[src/inc/fmte_pkg.sv]
package fmte_pkg;

    // ==================================================================
    // Register map (byte addresses)
    localparam logic [7:0] FMTE_INSTR_ADDR  = 8'h00;
    localparam logic [7:0] FMTE_CTRL_ADDR   = 8'h04;
    localparam logic [7:0] FMTE_STAT_ADDR   = 8'h08;
    localparam logic [7:0] FMTE_CCR_ADDR    = 8'h0c;
    localparam logic [7:0] FMTE_ER_ADDR     = 8'h10;
    localparam logic [7:0] FMTE_IER_ADDR    = 8'h14;
    localparam logic [7:0] FMTE_SR_ADDR     = 8'h18;
    localparam logic [7:0] FMTE_DATA_BASE   = 8'h40;
    localparam logic [7:0] FMTE_DATA_LAST   = 8'h7c;

    // ==================================================================
    // Wide float format: sign, 11-bit exponent, 32-bit mantissa
    localparam int FMTE_WIDE_W   = 44;
    localparam int FMTE_MANT_W   = 32;
    localparam int FMTE_EXP_W    = 11;
    localparam int FMTE_HI_W     = 12;
    localparam int FMTE_QUIET_BIT = 30;

    // ==================================================================
    // Condition code byte bit positions
    localparam int CCR_C  = 0;
    localparam int CCR_V  = 1;
    localparam int CCR_Z  = 2;
    localparam int CCR_N  = 3;
    localparam int CCR_I  = 4;

    // Exception status word bit positions
    localparam int ER_INX   = 0;
    localparam int ER_DZ    = 1;
    localparam int ER_UNF   = 2;
    localparam int ER_OVF   = 3;
    localparam int ER_INVALID_OP_FLAG = 4;
    localparam int ER_SIGNALING_NAN_FLAG  = 5;
    localparam int ER_NAN   = 6;
    localparam int ER_UNCOMPARABLE_TEST_FLAG  = 7;

    // Sticky exception word bit positions
    localparam int IER_SINX = 0;
    localparam int IER_SDZ  = 1;
    localparam int IER_SUNF = 2;
    localparam int IER_SOVF = 3;
    localparam int IER_STICKY_INVALID_OP_FLAG = 4;

    // Control register fields
    localparam int CTRL_EXTRA_LSB = 0;
    localparam int CTRL_LONG_ISR  = 16;

    // Status register bits
    localparam int STAT_BUSY    = 0;
    localparam int STAT_TAKEN   = 1;
    localparam int STAT_ILLEGAL = 2;

    // ==================================================================
    // Timing in oscillator cycles
    localparam int FMTE_BASE_CYC = 2;
    localparam int FMTE_TRAP_CYC = 10;

    // Priority mask level set on a long service routine
    localparam logic [1:0] FMTE_PRIO_LONG = 2'h3;
    localparam logic [7:0] FMTE_RST_BYTE  = 8'h00;

    // ==================================================================
    // Opcode patterns
    localparam logic [1:0]  OPC_ALU_CLASS  = 2'h2;
    localparam logic [3:0]  OPC_TST_SRC    = 4'h6;
    localparam logic [1:0]  OPC_COPY_SUB   = 2'h3;
    localparam logic [1:0]  OPC_TST_SUB    = 2'h0;
    localparam logic [17:0] OPC_TRAP_HIGH  = 18'h00000;
    localparam logic [3:0]  OPC_TRAP_LOW   = 4'h3;
    localparam logic [3:0]  OPC_TRAP_MID   = 4'h0;

    // Condition codes
    localparam logic [4:0] CC_GT  = 5'h00;
    localparam logic [4:0] CC_LT  = 5'h01;
    localparam logic [4:0] CC_GE  = 5'h02;
    localparam logic [4:0] CC_LE  = 5'h03;
    localparam logic [4:0] CC_GL  = 5'h04;
    localparam logic [4:0] CC_INF = 5'h05;
    localparam logic [4:0] CC_GLE = 5'h06;
    localparam logic [4:0] CC_OR  = 5'h07;
    localparam logic [4:0] CC_EQ  = 5'h08;
    localparam logic [4:0] CC_PL  = 5'h09;
    localparam logic [4:0] CC_ERR = 5'h0f;
    localparam logic [4:0] CC_NEG_LAST = 5'h19;
    localparam int         CC_NEG_BIT  = 4;

    typedef enum {OP_NONE, OP_COPY, OP_TEST, OP_TRAP} fmte_op_e;

    // Operand classification
    typedef struct packed {
        logic zero;
        logic neg;
        logic inf;
        logic nan;
        logic signaling_nan_flag;
    } fmte_class_s;

    // Condition evaluation result
    typedef struct packed {
        logic legal;
        logic truth;
        logic non_aware;
    } fmte_cond_s;

endpackage

[src/design/fmte_core.sv]
// Chosen here: the AHB-Lite interface to the registers and the placing of the registers.
`timescale 1ns/1ps

module fmte_core
    import fmte_pkg::*;
#(
    parameter int EXTRA_W = 8
)(
    // Clock and reset
    input  wire logic        SYS_CLK,
    input  wire logic        RESET,
    // AHB-Lite slave
    input  wire logic        HSEL,
    input  wire logic [31:0] HADDR,
    input  wire logic [1:0]  HTRANS,
    input  wire logic        HWRITE,
    input  wire logic [2:0]  HSIZE,
    input  wire logic [31:0] HWDATA,
    input  wire logic        HREADY,
    output logic             HREADYOUT,
    output logic [31:0]      HRDATA,
    output logic             HRESP,
    // Execution events
    output logic             TRAP_TAKE,
    output logic             OP_DONE
);

    generate
        if (EXTRA_W < 1 || EXTRA_W > 16)
        begin : g_chk
            $error("EXTRA_W must lie in 1..16");
        end
    endgenerate

    // ==================================================================
    // Functions
    function automatic fmte_class_s classify(input logic [FMTE_WIDE_W-1:0] v);
        fmte_class_s c;
        logic        exp_max;
        logic        mant_zero;
        exp_max   = &v[FMTE_WIDE_W-2 -: FMTE_EXP_W];
        mant_zero = (v[FMTE_MANT_W-1:0] == '0);
        c.zero = (v[FMTE_WIDE_W-2:0] == '0);
        c.nan  = exp_max & ~mant_zero;
        c.inf  = exp_max & mant_zero;
        c.neg  = v[FMTE_WIDE_W-1] & ~c.nan;
        c.signaling_nan_flag = c.nan & ~v[FMTE_QUIET_BIT];
        return c;
    endfunction

    function automatic fmte_cond_s eval_cond(input logic [4:0] cc,
                                             input logic [7:0] condition_code_byte,
                                             input logic [7:0] er);
        fmte_cond_s r;
        logic       nan;
        logic       z;
        logic       n;
        logic       base;
        nan = er[ER_NAN];
        z   = condition_code_byte[CCR_Z];
        n   = condition_code_byte[CCR_N];
        r.legal     = 1'b1;
        r.non_aware = 1'b1;
        base        = 1'b0;
        unique case ({1'b0, cc[3:0]})
            CC_GT:  base = ~(nan | z | n);
            CC_LT:  base = ~(nan | z | ~n);
            CC_GE:  base = ~(nan | (n & ~z));
            CC_LE:  base = ~(nan | ~(n | z));
            CC_GL:  base = ~(nan | z);
            CC_INF: base = condition_code_byte[CCR_I];
            CC_GLE: base = ~nan;
            CC_OR:
            begin
                base        = ~nan;
                r.non_aware = 1'b0;
            end
            CC_EQ:
            begin
                base        = z;
                r.non_aware = 1'b0;
            end
            CC_PL:
            begin
                base        = ~n;
                r.non_aware = 1'b0;
            end
            CC_ERR:
            begin
                base = er[ER_UNCOMPARABLE_TEST_FLAG] | er[ER_SIGNALING_NAN_FLAG] | er[ER_INVALID_OP_FLAG]
                     | er[ER_OVF] | er[ER_UNF] | er[ER_DZ];
                r.non_aware = 1'b0;
                r.legal     = ~cc[CC_NEG_BIT];
            end
            default:
            begin
                r.legal     = 1'b0;
                r.non_aware = 1'b0;
            end
        endcase
        if (cc > CC_NEG_LAST)
            r.legal = 1'b0;
        r.truth = cc[CC_NEG_BIT] ? ~base : base;
        return r;
    endfunction

    // ==================================================================
    // Registers
    logic [FMTE_WIDE_W-1:0] dreg_q [8];
    logic [7:0]             ccr_q;
    logic [7:0]             er_q;
    logic [7:0]             ier_q;
    logic [1:0]             prio_q;
    logic [EXTRA_W-1:0]     extra_q;
    logic                   long_isr_q;
    logic                   taken_q;
    logic                   illegal_q;
    logic [31:0]            instr_q;
    fmte_op_e               op_q;
    logic                   busy_q;
    logic [EXTRA_W:0]       cnt_q;

    // Bus pipeline
    logic                   wr_pend_q;
    logic [7:0]             addr_q;
    logic                   addr_ok_q;
    logic                   hready_q;
    logic [31:0]            hrdata_q;
    logic                   hresp_q;
    logic                   trap_q;
    logic                   done_q;

    // ==================================================================
    // Decode of the instruction written by software
    fmte_op_e   op_d;
    fmte_cond_s cond_new;
    logic       cond_ok;

    // Full trap word first: it also matches a zero compare with an empty move field
    always_comb
    begin
        op_d = OP_NONE;
        if (HWDATA[31:14] == OPC_TRAP_HIGH && HWDATA[13]
            && HWDATA[7:4] == OPC_TRAP_MID && HWDATA[3:0] == OPC_TRAP_LOW)
            op_d = OP_TRAP;
        else if (HWDATA[13:12] == OPC_ALU_CLASS && HWDATA[11] && HWDATA[5:4] == OPC_COPY_SUB
                 && !HWDATA[3])
            op_d = OP_COPY;
        else if (HWDATA[13:12] == OPC_ALU_CLASS && HWDATA[11:8] == OPC_TST_SRC
                 && HWDATA[5:4] == OPC_TST_SUB && !HWDATA[3])
            op_d = OP_TEST;
    end

    assign cond_new = eval_cond(HWDATA[12:8], ccr_q, er_q);
    assign cond_ok  = cond_new.legal;

    // ==================================================================
    // AHB-Lite slave
    logic addr_phase;
    logic bus_wr;
    logic issue;

    assign addr_phase = HSEL & HTRANS[1] & HREADY;
    assign bus_wr     = wr_pend_q & addr_ok_q;
    assign issue      = bus_wr && addr_q == FMTE_INSTR_ADDR && !busy_q;

    function automatic logic mapped(input logic [7:0] a);
        return a == FMTE_INSTR_ADDR || a == FMTE_CTRL_ADDR || a == FMTE_STAT_ADDR
            || a == FMTE_CCR_ADDR || a == FMTE_ER_ADDR || a == FMTE_IER_ADDR
            || a == FMTE_SR_ADDR || (a >= FMTE_DATA_BASE && a <= FMTE_DATA_LAST);
    endfunction

    function automatic logic [31:0] read_mux(input logic [7:0] a);
        logic [31:0]            r;
        logic [FMTE_WIDE_W-1:0] d;
        r = '0;
        d = dreg_q[a[5:3]];
        unique case (a)
            FMTE_INSTR_ADDR: r = instr_q;
            FMTE_CTRL_ADDR:
            begin
                r[CTRL_EXTRA_LSB +: EXTRA_W] = extra_q;
                r[CTRL_LONG_ISR]             = long_isr_q;
            end
            FMTE_STAT_ADDR:
            begin
                r[STAT_BUSY]    = busy_q;
                r[STAT_TAKEN]   = taken_q;
                r[STAT_ILLEGAL] = illegal_q;
            end
            FMTE_CCR_ADDR:   r[7:0] = ccr_q;
            FMTE_ER_ADDR:    r[7:0] = er_q;
            FMTE_IER_ADDR:   r[7:0] = ier_q;
            FMTE_SR_ADDR:    r[1:0] = prio_q;
            default:
            begin
                if (a >= FMTE_DATA_BASE && a <= FMTE_DATA_LAST)
                    r = a[2] ? {20'h00000, d[FMTE_WIDE_W-1 -: FMTE_HI_W]}
                             : d[FMTE_MANT_W-1:0];
            end
        endcase
        return r;
    endfunction

    always_ff @(posedge SYS_CLK or posedge RESET)
    begin
        if (RESET)
        begin
            wr_pend_q <= 1'b0;
            addr_q    <= 8'h00;
            addr_ok_q <= 1'b0;
            hrdata_q  <= 32'h00000000;
            hready_q  <= 1'b1;
            hresp_q   <= 1'b0;
        end
        else
        begin
            hready_q  <= 1'b1;
            hresp_q   <= 1'b0;
            wr_pend_q <= addr_phase & HWRITE;
            if (addr_phase)
            begin
                addr_q    <= HADDR[7:0];
                addr_ok_q <= (HADDR[31:8] == '0) && mapped(HADDR[7:0]);
                hrdata_q  <= (HADDR[31:8] == '0) ? read_mux(HADDR[7:0]) : 32'h00000000;
            end
        end
    end

    // ==================================================================
    // Configuration registers
    always_ff @(posedge SYS_CLK or posedge RESET)
    begin
        if (RESET)
        begin
            extra_q    <= '0;
            long_isr_q <= 1'b0;
        end
        else if (bus_wr && addr_q == FMTE_CTRL_ADDR)
        begin
            extra_q    <= HWDATA[CTRL_EXTRA_LSB +: EXTRA_W];
            long_isr_q <= HWDATA[CTRL_LONG_ISR];
        end
    end

    // ==================================================================
    // Sequencer
    always_ff @(posedge SYS_CLK or posedge RESET)
    begin
        if (RESET)
        begin
            busy_q    <= 1'b0;
            cnt_q     <= '0;
            op_q      <= OP_NONE;
            instr_q   <= 32'h00000000;
            illegal_q <= 1'b0;
        end
        else if (issue)
        begin
            instr_q <= HWDATA;
            if (op_d == OP_NONE || (op_d == OP_TRAP && !cond_ok))
            begin
                illegal_q <= 1'b1;
                op_q      <= OP_NONE;
            end
            else
            begin
                illegal_q <= 1'b0;
                op_q      <= op_d;
                busy_q    <= 1'b1;
                if (op_d == OP_TRAP)
                    cnt_q <= (EXTRA_W+1)'(FMTE_TRAP_CYC - 1);
                else
                    cnt_q <= (EXTRA_W+1)'(FMTE_BASE_CYC - 1)
                           + {1'b0, extra_q};
            end
        end
        else if (busy_q)
        begin
            if (cnt_q == '0)
                busy_q <= 1'b0;
            else
                cnt_q <= cnt_q - 1'b1;
        end
    end

    // ==================================================================
    // Execution results
    logic                   finish;
    logic [2:0]             src_sel;
    logic [2:0]             dst_sel;
    fmte_class_s            cls;
    fmte_cond_s             cond;
    logic [7:0]             er_new;
    logic                   raise_uncomparable_test_flag;

    assign finish     = busy_q && cnt_q == '0;
    assign src_sel    = (op_q == OP_COPY) ? instr_q[10:8] : instr_q[2:0];
    assign dst_sel    = instr_q[2:0];
    assign cls        = classify(dreg_q[src_sel]);
    assign cond       = eval_cond(instr_q[12:8], ccr_q, er_q);
    assign raise_uncomparable_test_flag = cond.non_aware & er_q[ER_NAN];

    always_comb
    begin
        er_new           = 8'h00;
        er_new[ER_SIGNALING_NAN_FLAG]  = cls.signaling_nan_flag;
        er_new[ER_NAN]   = cls.nan;
    end

    // Data registers
    always_ff @(posedge SYS_CLK or posedge RESET)
    begin
        if (RESET)
        begin
            for (int i = 0; i < 8; i++)
                dreg_q[i] <= '0;
        end
        else if (finish && op_q == OP_COPY)
            dreg_q[dst_sel] <= dreg_q[src_sel];
        else if (bus_wr && addr_q >= FMTE_DATA_BASE && addr_q <= FMTE_DATA_LAST)
        begin
            if (addr_q[2])
                dreg_q[addr_q[5:3]][FMTE_WIDE_W-1 -: FMTE_HI_W] <= HWDATA[FMTE_HI_W-1:0];
            else
                dreg_q[addr_q[5:3]][FMTE_MANT_W-1:0] <= HWDATA;
        end
    end

    // Condition code byte
    always_ff @(posedge SYS_CLK or posedge RESET)
    begin
        if (RESET)
            ccr_q <= FMTE_RST_BYTE;
        else if (finish && op_q != OP_TRAP)
        begin
            ccr_q[CCR_Z] <= cls.zero;
            ccr_q[CCR_N] <= cls.neg;
            ccr_q[CCR_I] <= cls.inf;
        end
        else if (bus_wr && addr_q == FMTE_CCR_ADDR && !finish)
            ccr_q <= HWDATA[7:0];
    end

    // Exception status word
    always_ff @(posedge SYS_CLK or posedge RESET)
    begin
        if (RESET)
            er_q <= FMTE_RST_BYTE;
        else if (finish && op_q != OP_TRAP)
            er_q <= er_new;
        else if (finish && raise_uncomparable_test_flag)
            er_q[ER_UNCOMPARABLE_TEST_FLAG] <= 1'b1;
        else if (bus_wr && addr_q == FMTE_ER_ADDR && !finish)
            er_q <= HWDATA[7:0];
    end

    // Sticky exception word
    always_ff @(posedge SYS_CLK or posedge RESET)
    begin
        if (RESET)
            ier_q <= FMTE_RST_BYTE;
        else if (finish && op_q != OP_TRAP)
        begin
            ier_q[IER_STICKY_INVALID_OP_FLAG] <= ier_q[IER_STICKY_INVALID_OP_FLAG] | er_new[ER_INVALID_OP_FLAG]
                             | er_new[ER_SIGNALING_NAN_FLAG] | er_new[ER_UNCOMPARABLE_TEST_FLAG];
            ier_q[IER_SINX] <= ier_q[IER_SINX] | er_new[ER_INX];
            ier_q[IER_SDZ]  <= ier_q[IER_SDZ]  | er_new[ER_DZ];
            ier_q[IER_SUNF] <= ier_q[IER_SUNF] | er_new[ER_UNF];
            ier_q[IER_SOVF] <= ier_q[IER_SOVF] | er_new[ER_OVF];
        end
        else if (finish && raise_uncomparable_test_flag)
            ier_q[IER_STICKY_INVALID_OP_FLAG] <= 1'b1;
        else if (bus_wr && addr_q == FMTE_IER_ADDR && !finish)
            ier_q <= HWDATA[7:0];
    end

    // Trap outcome and priority mask
    always_ff @(posedge SYS_CLK or posedge RESET)
    begin
        if (RESET)
        begin
            prio_q  <= 2'h0;
            taken_q <= 1'b0;
            trap_q  <= 1'b0;
        end
        else
        begin
            trap_q <= finish && op_q == OP_TRAP && cond.truth;
            if (finish && op_q == OP_TRAP)
            begin
                taken_q <= cond.truth;
                if (cond.truth && long_isr_q)
                    prio_q <= FMTE_PRIO_LONG;
            end
            else if (bus_wr && addr_q == FMTE_SR_ADDR)
                prio_q <= HWDATA[1:0];
        end
    end

    always_ff @(posedge SYS_CLK or posedge RESET)
    begin
        if (RESET)
            done_q <= 1'b0;
        else
            done_q <= finish;
    end

    assign HREADYOUT = hready_q;
    assign HRDATA    = hrdata_q;
    assign HRESP     = hresp_q;
    assign TRAP_TAKE = trap_q;
    assign OP_DONE   = done_q;

endmodule

[config.mk]
export PLATFORM = sky130hd
export DESIGN_NAME = fmte_core
export DESIGN_NICKNAME = d
export VERILOG_FILES = /design/src/inc/fmte_pkg.sv /design/src/design/fmte_core.sv
export SDC_FILE = /design/constraint.sdc
export NUM_CORES = 2
export LEC_CHECK = 0
export BUFFER_PORTS_ARGS = -buffer_cell sky130_fd_sc_hd__buf_2
export CAP_MARGIN = 20
export CORE_UTILIZATION = 40
export CTS_CLUSTER_DIAMETER = 200
export DETAILED_ROUTE_END_ITERATION = 12
export PLACE_DENSITY = 0.67
export SYNTH_ARGS = -nofsm -noshare
export SYNTH_HDL_FRONTEND = slang
export SYNTH_SLANG_ARGS = --single-unit
[constraint.sdc]
create_clock -name SYS_CLK -period 19.65 [get_ports SYS_CLK]
set_input_delay 1.965 -clock SYS_CLK [delete_from_list [all_inputs] [get_ports SYS_CLK]]
set_output_delay 1.965 -clock SYS_CLK [all_outputs]
set_load 0.01 [all_outputs]
; ---- Word level (Yosys, flattened, before mapping)
; Index checks and enable logic that the tools add are counted.
[totals]
register_bits = 507
word_cells = 262
out_inout_bits = 36
[classes]
n_reduce_logical = 76
n_mux = 60
n_eq_ne = 42
n_addsub = 2
n_bitwise = 42
n_lt_le_gt_ge = 11
[ops]
columns = operator, n
row1 = bitwise mux 352 bit, 3
row2 = 2-to-1 mux 352 bit, 3
row3 = demux 44 bit (select 3 bit), 3
row4 = binary-select mux 44 bit (select 3 bit), 2
row5 = 2-to-1 mux 44 bit, 6
row6 = 2-to-1 mux 32 bit, 7
row7 = "== test 32 x 3 -> 1 bit, second input constant", 2
row8 = logical NOT 32 bit, 2
row9 = "== test 8 x 5 -> 1 bit, second input constant", 6
row10 = 2-to-1 mux 9 bit, 5
row11 = logical NOT 43 bit, 1
row12 = logical AND 1 bit, 33
row13 = "== test 32 x 2 -> 1 bit, second input constant", 1
row14 = "== test 4 x 3 -> 1 bit, second input constant", 8
row15 = "inequality test 32 x 3 -> 1 bit, second input constant", 1
row16 = one-hot mux 15 bit (2 select lines), 1
row17 = one-hot mux 5 bit (6 select lines), 1
row18 = "== test 4 bit, second input constant", 6
row19 = "== test 8 x 4 -> 1 bit, second input constant", 3
row20 = logical NOT 24 bit, 1
row21 = "== test 4 x 2 -> 1 bit, second input constant", 5
row22 = logical NOT 18 bit, 1
row23 = "== test 8 x 3 -> 1 bit, second input constant", 2
row24 = ">= comparator 4 bit, second input constant", 4
row25 = other kinds (43), 126

; ---- Depth between registers and ports, before layout
[logic_depth]
word_depth = 12
mapped_depth = 14

; ---- Worst setup path before layout
; OpenSTA, ideal clock, no wires.
[synth_path]
path_kind = input to register
from = input port HADDR[3]
to = register hrdata_q[23], in the netlist HRDATA[23]
setup_ns = 0.133
t_arrival_ns = 4.036
n_path_buf = 3
stages = 8
required_ns = 19.517
setup_slack_ns = 15.481
cell_sequence = clkbuf_1 -> clkbuf_1 -> buf_1 -> mux4_2 -> mux2i_1 -> nor2_1 -> a21oi_1 -> o21ai_0
[synth_via]
elab_chain_len = 8
[synth_rtl]
columns = element, line_no
row1 = start: declaration, fmte_core.sv:14  ; input wire logic [31:0] HADDR,
row2 = inverter 3 -> 4 bit (not written as such), fmte_core.sv:177  ; d = dreg_q[a[5:3]];
row3 = binary-select mux 44 bit (select 3 bit), fmte_core.sv:177
row4 = 2-to-1 mux 44 bit (not written as such) (2 in series), fmte_core.sv:177
row5 = 2-to-1 mux 32 bit, fmte_core.sv:198  ; r = a[2] ? {20'h00000, d[FMTE_WIDE_W-1 -: FMTE_HI_W]}
row6 = 2-to-1 mux 32 bit, fmte_core.sv:197  ; if (a >= FMTE_DATA_BASE && a <= FMTE_DATA_LAST)
row7 = one-hot mux 15 bit (2 select lines) (*), fmte_core.sv:178  ; unique case (a)
row8 = 2-to-1 mux 32 bit (*), fmte_core.sv:225  ; hrdata_q <= (HADDR[31:8] == '0) ? read_mux(HADDR[7:0]) : 32'h00000000;
row9 = end signal: assignment, fmte_core.sv:225
row10 = end: declaration, fmte_core.sv:128  ; logic [31:0] hrdata_q;
; Mark *: on every way between the ends. The rest lies on a longest branch, timed or not. The select of a mux whose other input is x is not followed.
; A chain may end at the register's enable or synchronous reset.

; ---- Worst setup path in the final report
[layout_path]
from = register instr_q[8]
to = register ccr_q[3]
[layout_via]
elab_chain_len = 11
[layout_rtl]
columns = element, line_no
row1 = start: declaration, fmte_core.sv:118  ; logic [31:0] instr_q;
row2 = start signal: assignment, fmte_core.sv:255  ; instr_q <= 32'h00000000;
row3 = start signal: assignment, fmte_core.sv:260  ; instr_q <= HWDATA;
row4 = 2-to-1 mux 3 bit (*), fmte_core.sv:298  ; assign src_sel = (op_q == OP_COPY) ? instr_q[10:8] : instr_q[2:0];
row5 = inverter 3 -> 4 bit (not written as such) (*), fmte_core.sv:300  ; assign cls = classify(dreg_q[src_sel]);
row6 = binary-select mux 44 bit (select 3 bit) (*), fmte_core.sv:300
row7 = 2-to-1 mux 44 bit (not written as such) (*) (2 in series), fmte_core.sv:300
row8 = logical NOT 32 bit, fmte_core.sv:42  ; mant_zero = (v[FMTE_MANT_W-1:0] == '0);
row9 = inverter 1 bit, fmte_core.sv:44  ; c.nan = exp_max & ~mant_zero;
row10 = bitwise AND 1 bit, fmte_core.sv:44
row11 = inverter 1 bit, fmte_core.sv:46  ; c.neg = v[FMTE_WIDE_W-1] & ~c.nan;
row12 = bitwise AND 1 bit (*), fmte_core.sv:46
row13 = 2-to-1 mux 3 bit (*), fmte_core.sv:335  ; else if (finish && op_q != OP_TRAP)
row14 = end signal: indexed assignment, fmte_core.sv:337  ; ccr_q[CCR_Z] <= cls.zero;
row15 = end signal: indexed assignment, fmte_core.sv:338  ; ccr_q[CCR_N] <= cls.neg;
row16 = end signal: indexed assignment, fmte_core.sv:339  ; ccr_q[CCR_I] <= cls.inf;
row17 = end: declaration, fmte_core.sv:110  ; logic [7:0] ccr_q;
; Marks and branches as above.

==> impl_metrics.env <==
export IMPL_design_core_area_mm2=0.0691
export IMPL_crit_required_ns=20.12
export IMPL_n_fill_cell=6643
export IMPL_p_sw_w=0.000569
export IMPL_async_reset_ff_frac=1.00
export IMPL_hold_viol=0
export IMPL_yosys_top_cells_area="dfrtp_1 (42%), mux4_2 (7.7%), a21oi_1 (7.1%), nand2_1 (5.9%), a22oi_1 (5.6%)"
export IMPL_synth_distinct_cells=80
export IMPL_clkPwrFrac=0.446
export IMPL_overflow=0
export IMPL_path_cells="and3b_2, buf_4, a21o_4, buf_4, a2111oi_0, nor4_2, a21oi_1, nand4_1, nor4_2, o21ai_1, o21ai_1"
export IMPL_hold_ws_ns=0.474
export IMPL_critical_path_top_delay_family="simple AND/OR/NAND/NOR gates"
export IMPL_dp_hpwl_um=59000
export IMPL_synth_area_per_cell_um2=8.90
export IMPL_power_density_mw_per_mm2=68.6
export IMPL_worstPathArrival_ns=6.04
export IMPL_drtPass1Iterations=6
export IMPL_fin_worst_skew_ns=0.0278
export IMPL_antenna_found_initial=3
export IMPL_synth_edf_count=0
export IMPL_synthDominantCellAreaShare=0.425
export IMPL_crit_path_max_incr_delay_ns=1.03
export IMPL_clkTransAtPathRegs_ns=0.07
export IMPL_grt_usage=0.294
export IMPL_min_from="HRDATA[19]"
export IMPL_grt_pass1_wl_um=159000
export IMPL_drt_initial_drc_count=3671
export IMPL_wl_per_cell_um=26.0
export IMPL_p_int_w=0.00156
export IMPL_post_cts_buffers=0
export IMPL_ys_ff_latch=477
export IMPL_cp_startpoint="instr_q[8]"
export IMPL_clock_latency_ns=0.63
export IMPL_sequentialPowerShare=0.468
export IMPL_die_y_um=267
export IMPL_tritoncts_num_buffers=51
export IMPL_rsz0062_at_grt="no"
export IMPL_ctsHoldBuffers=0
export IMPL_cpMaxStageDelayCell="nor4_2"
export IMPL_start_kind="flop"
export IMPL_stdcell_count=4046
export IMPL_critPathKind="reg2reg"
export IMPL_rows=96
export IMPL_slew_headroom=0.178
export IMPL_critPathBufInv=2
export IMPL_vias_per_cell=6.44
export IMPL_swShare=0.268
export IMPL_wirelength_um=105000
export IMPL_critPathCaptureType="flop"
export IMPL_vias=26100
export IMPL_cts_buffer_depth=3
export IMPL_p_total_w=0.00213
export IMPL_timing_max_cap_violations=0
export IMPL_syn_to_final_growth_pct=10.2
export IMPL_root_buffer="clkbuf_16"
export IMPL_final_cell_mix="dfrtp_1 (476), nand2_1 (439), a21oi_1 (391)"
export IMPL_ys_seq_area_frac=0.425
export IMPL_post_cts_resized=0
export IMPL_fin_crit_sh=0.284
export IMPL_syn_inst=3157
export IMPL_min_path_type="reg2reg"
export IMPL_syn_area_mm2=0.0281
export IMPL_io_buffer_count=103
export IMPL_fmax_mhz=179
export IMPL_ir_drop_uv=68.1
export IMPL_post_route_util=0.449
export IMPL_drc=0
export IMPL_grt_pass1_vias=25000
export IMPL_setup_viol=0
export IMPL_gp_congestion=0.892
export IMPL_synth_ff_type="dfrtp_1"
export IMPL_worst_pin_slew_ns=1.22
export IMPL_drive_above_1_share=0.160
export IMPL_yosys_area_top_type="dfrtp_1"
export IMPL_layout_min_cycle_time_ns=5.57
export IMPL_start_util=0.407
export IMPL_layout_commonest_cell="dfrtp_1"
export IMPL_cts_sinks=477
export IMPL_grt_max_degree=94
export IMPL_ant_nets=0
export IMPL_leakage_nw=12.8
export IMPL_totalNegativeSetupSlack_ns=0
export IMPL_cts_htree_levels=2
export IMPL_slew_violations=0
export IMPL_ys_warn_count=0
export IMPL_r2r_start="instr_q[8]"
export IMPL_io_pins=110
export IMPL_status="complete, no violations"
export IMPL_worstPathMaxFanout=76
export IMPL_cts_tree="yes"
export IMPL_syn_num_nets=3233
export IMPL_fin_nets=3154
export IMPL_die_x_um=267
export IMPL_p_comb_frac=0.086
export IMPL_dp_cells=3955
export IMPL_dieArea_mm2=0.0713
flip-flops by register name (all words and copies together), names as in the netlist, 8 cells and up:
| name | flops |
|---|---|
| dreg_q | 352 |
| HRDATA | 32 |
| instr_q | 32 |
| cnt_q | 9 |
| addr_q | 8 |
| ccr_q | 8 |
| er_q | 8 |
| extra_q | 8 |
| ier_q | 8 |
synthesized netlist by cell type (all sizes together), types with 46 or more instances:
| cell | count |
|---|---|
| a21oi | 397 |
| mux2 | 64 |
| buf | 49 |
| o21ai | 249 |
| dfrtp | 477 |
| nor2 | 355 |
| inv | 76 |
| nand2 | 444 |
| mux2i | 80 |
| a22oi | 211 |
| mux4 | 97 |
| clkbuf | 268 |
| a211oi | 97 |
| a221oi | 46 |
per-layer routing:
metal,share of wire,track usage,wire length (um),vias up
li1,-,-,-,11300
met2,0.44,0.447,46600,1655
met5,0.00057,0,60,-
met3,0.12,0.0714,12800,343
met4,0.047,0.134,4970,2
met1,0.39,0.395,41000,12800
stage by stage:
step | setup WS [ns] | area (um^2)
finish | 14.08 | 31000
global route | 14.05 | 31000
CTS | 14.35 | 30900
detailed placement | 14.33 | 29400
global placement | 14.36 | 29400
floorplan | 4.38 | 28100
tightest hold or removal path: cells and delay by family (launching register included):
| kind | cells | cell delay (ns) |
|---|---|---|
| DFF | 1 | 0.34 |
| AOI/OAI and AO/OA | 1 | 0.06 |
| and+or+nand+nor | 1 | 0.04 |
kinds of logic after synthesis:
group           count (synthesis)  synth area share
fa+ha+maj                       2          0.000890
flops                         477             0.425
simple gates                  935             0.141
xor+xnor                        8           0.00249
buf+inv                       393            0.0556
other cells                     2          0.000267
mux                           241             0.132
compound gates               1099             0.243
power groups by stage:
stage / sequential, W / combinational [W] / clock (W)
finish: 0.000995 / 0.000183 / 0.000947
global route: 0.000995 / 0.000191 / 0.000993
CTS: 0.000995 / 0.000176 / 0.000952
detailed placement: 0.00101 / 0.000176 / 0
global placement: 0.00101 / 0.000174 / 0
floorplan: 0.00101 / 0.000109 / 0
cell type report:
| type | count | area, um^2 | area share |
|---|---|---|---|
| Clock inverter | 15 | 96.3 | 0.00311 |
| Antenna cell | 3 | 7.51 | 0.000242 |
| Clock buffer | 72 | 1480 | 0.0477 |
| Timing Repair Buffer | 185 | 1170 | 0.0379 |
| Sequential cell | 477 | 11900 | 0.385 |
| Inverter | 76 | 293 | 0.00945 |
| Multi-Input combinational cell | 2287 | 14800 | 0.479 |
| Tap cell | 931 | 1160 | 0.0376 |
final timing paths:
kind	end	slack, ns	cells past startpoint
max in group asynchronous	dreg_q[344]	15.96	4
min	HRDATA[19]	0.47	2
min in group asynchronous	dreg_q[62]	1.47	2
min reg2reg	HRDATA[19]	0.47	2
max reg2reg	ccr_q[3]	14.08	11
max	ccr_q[3]	14.08	11
Note: power is estimated with default switching activity, not from simulation.
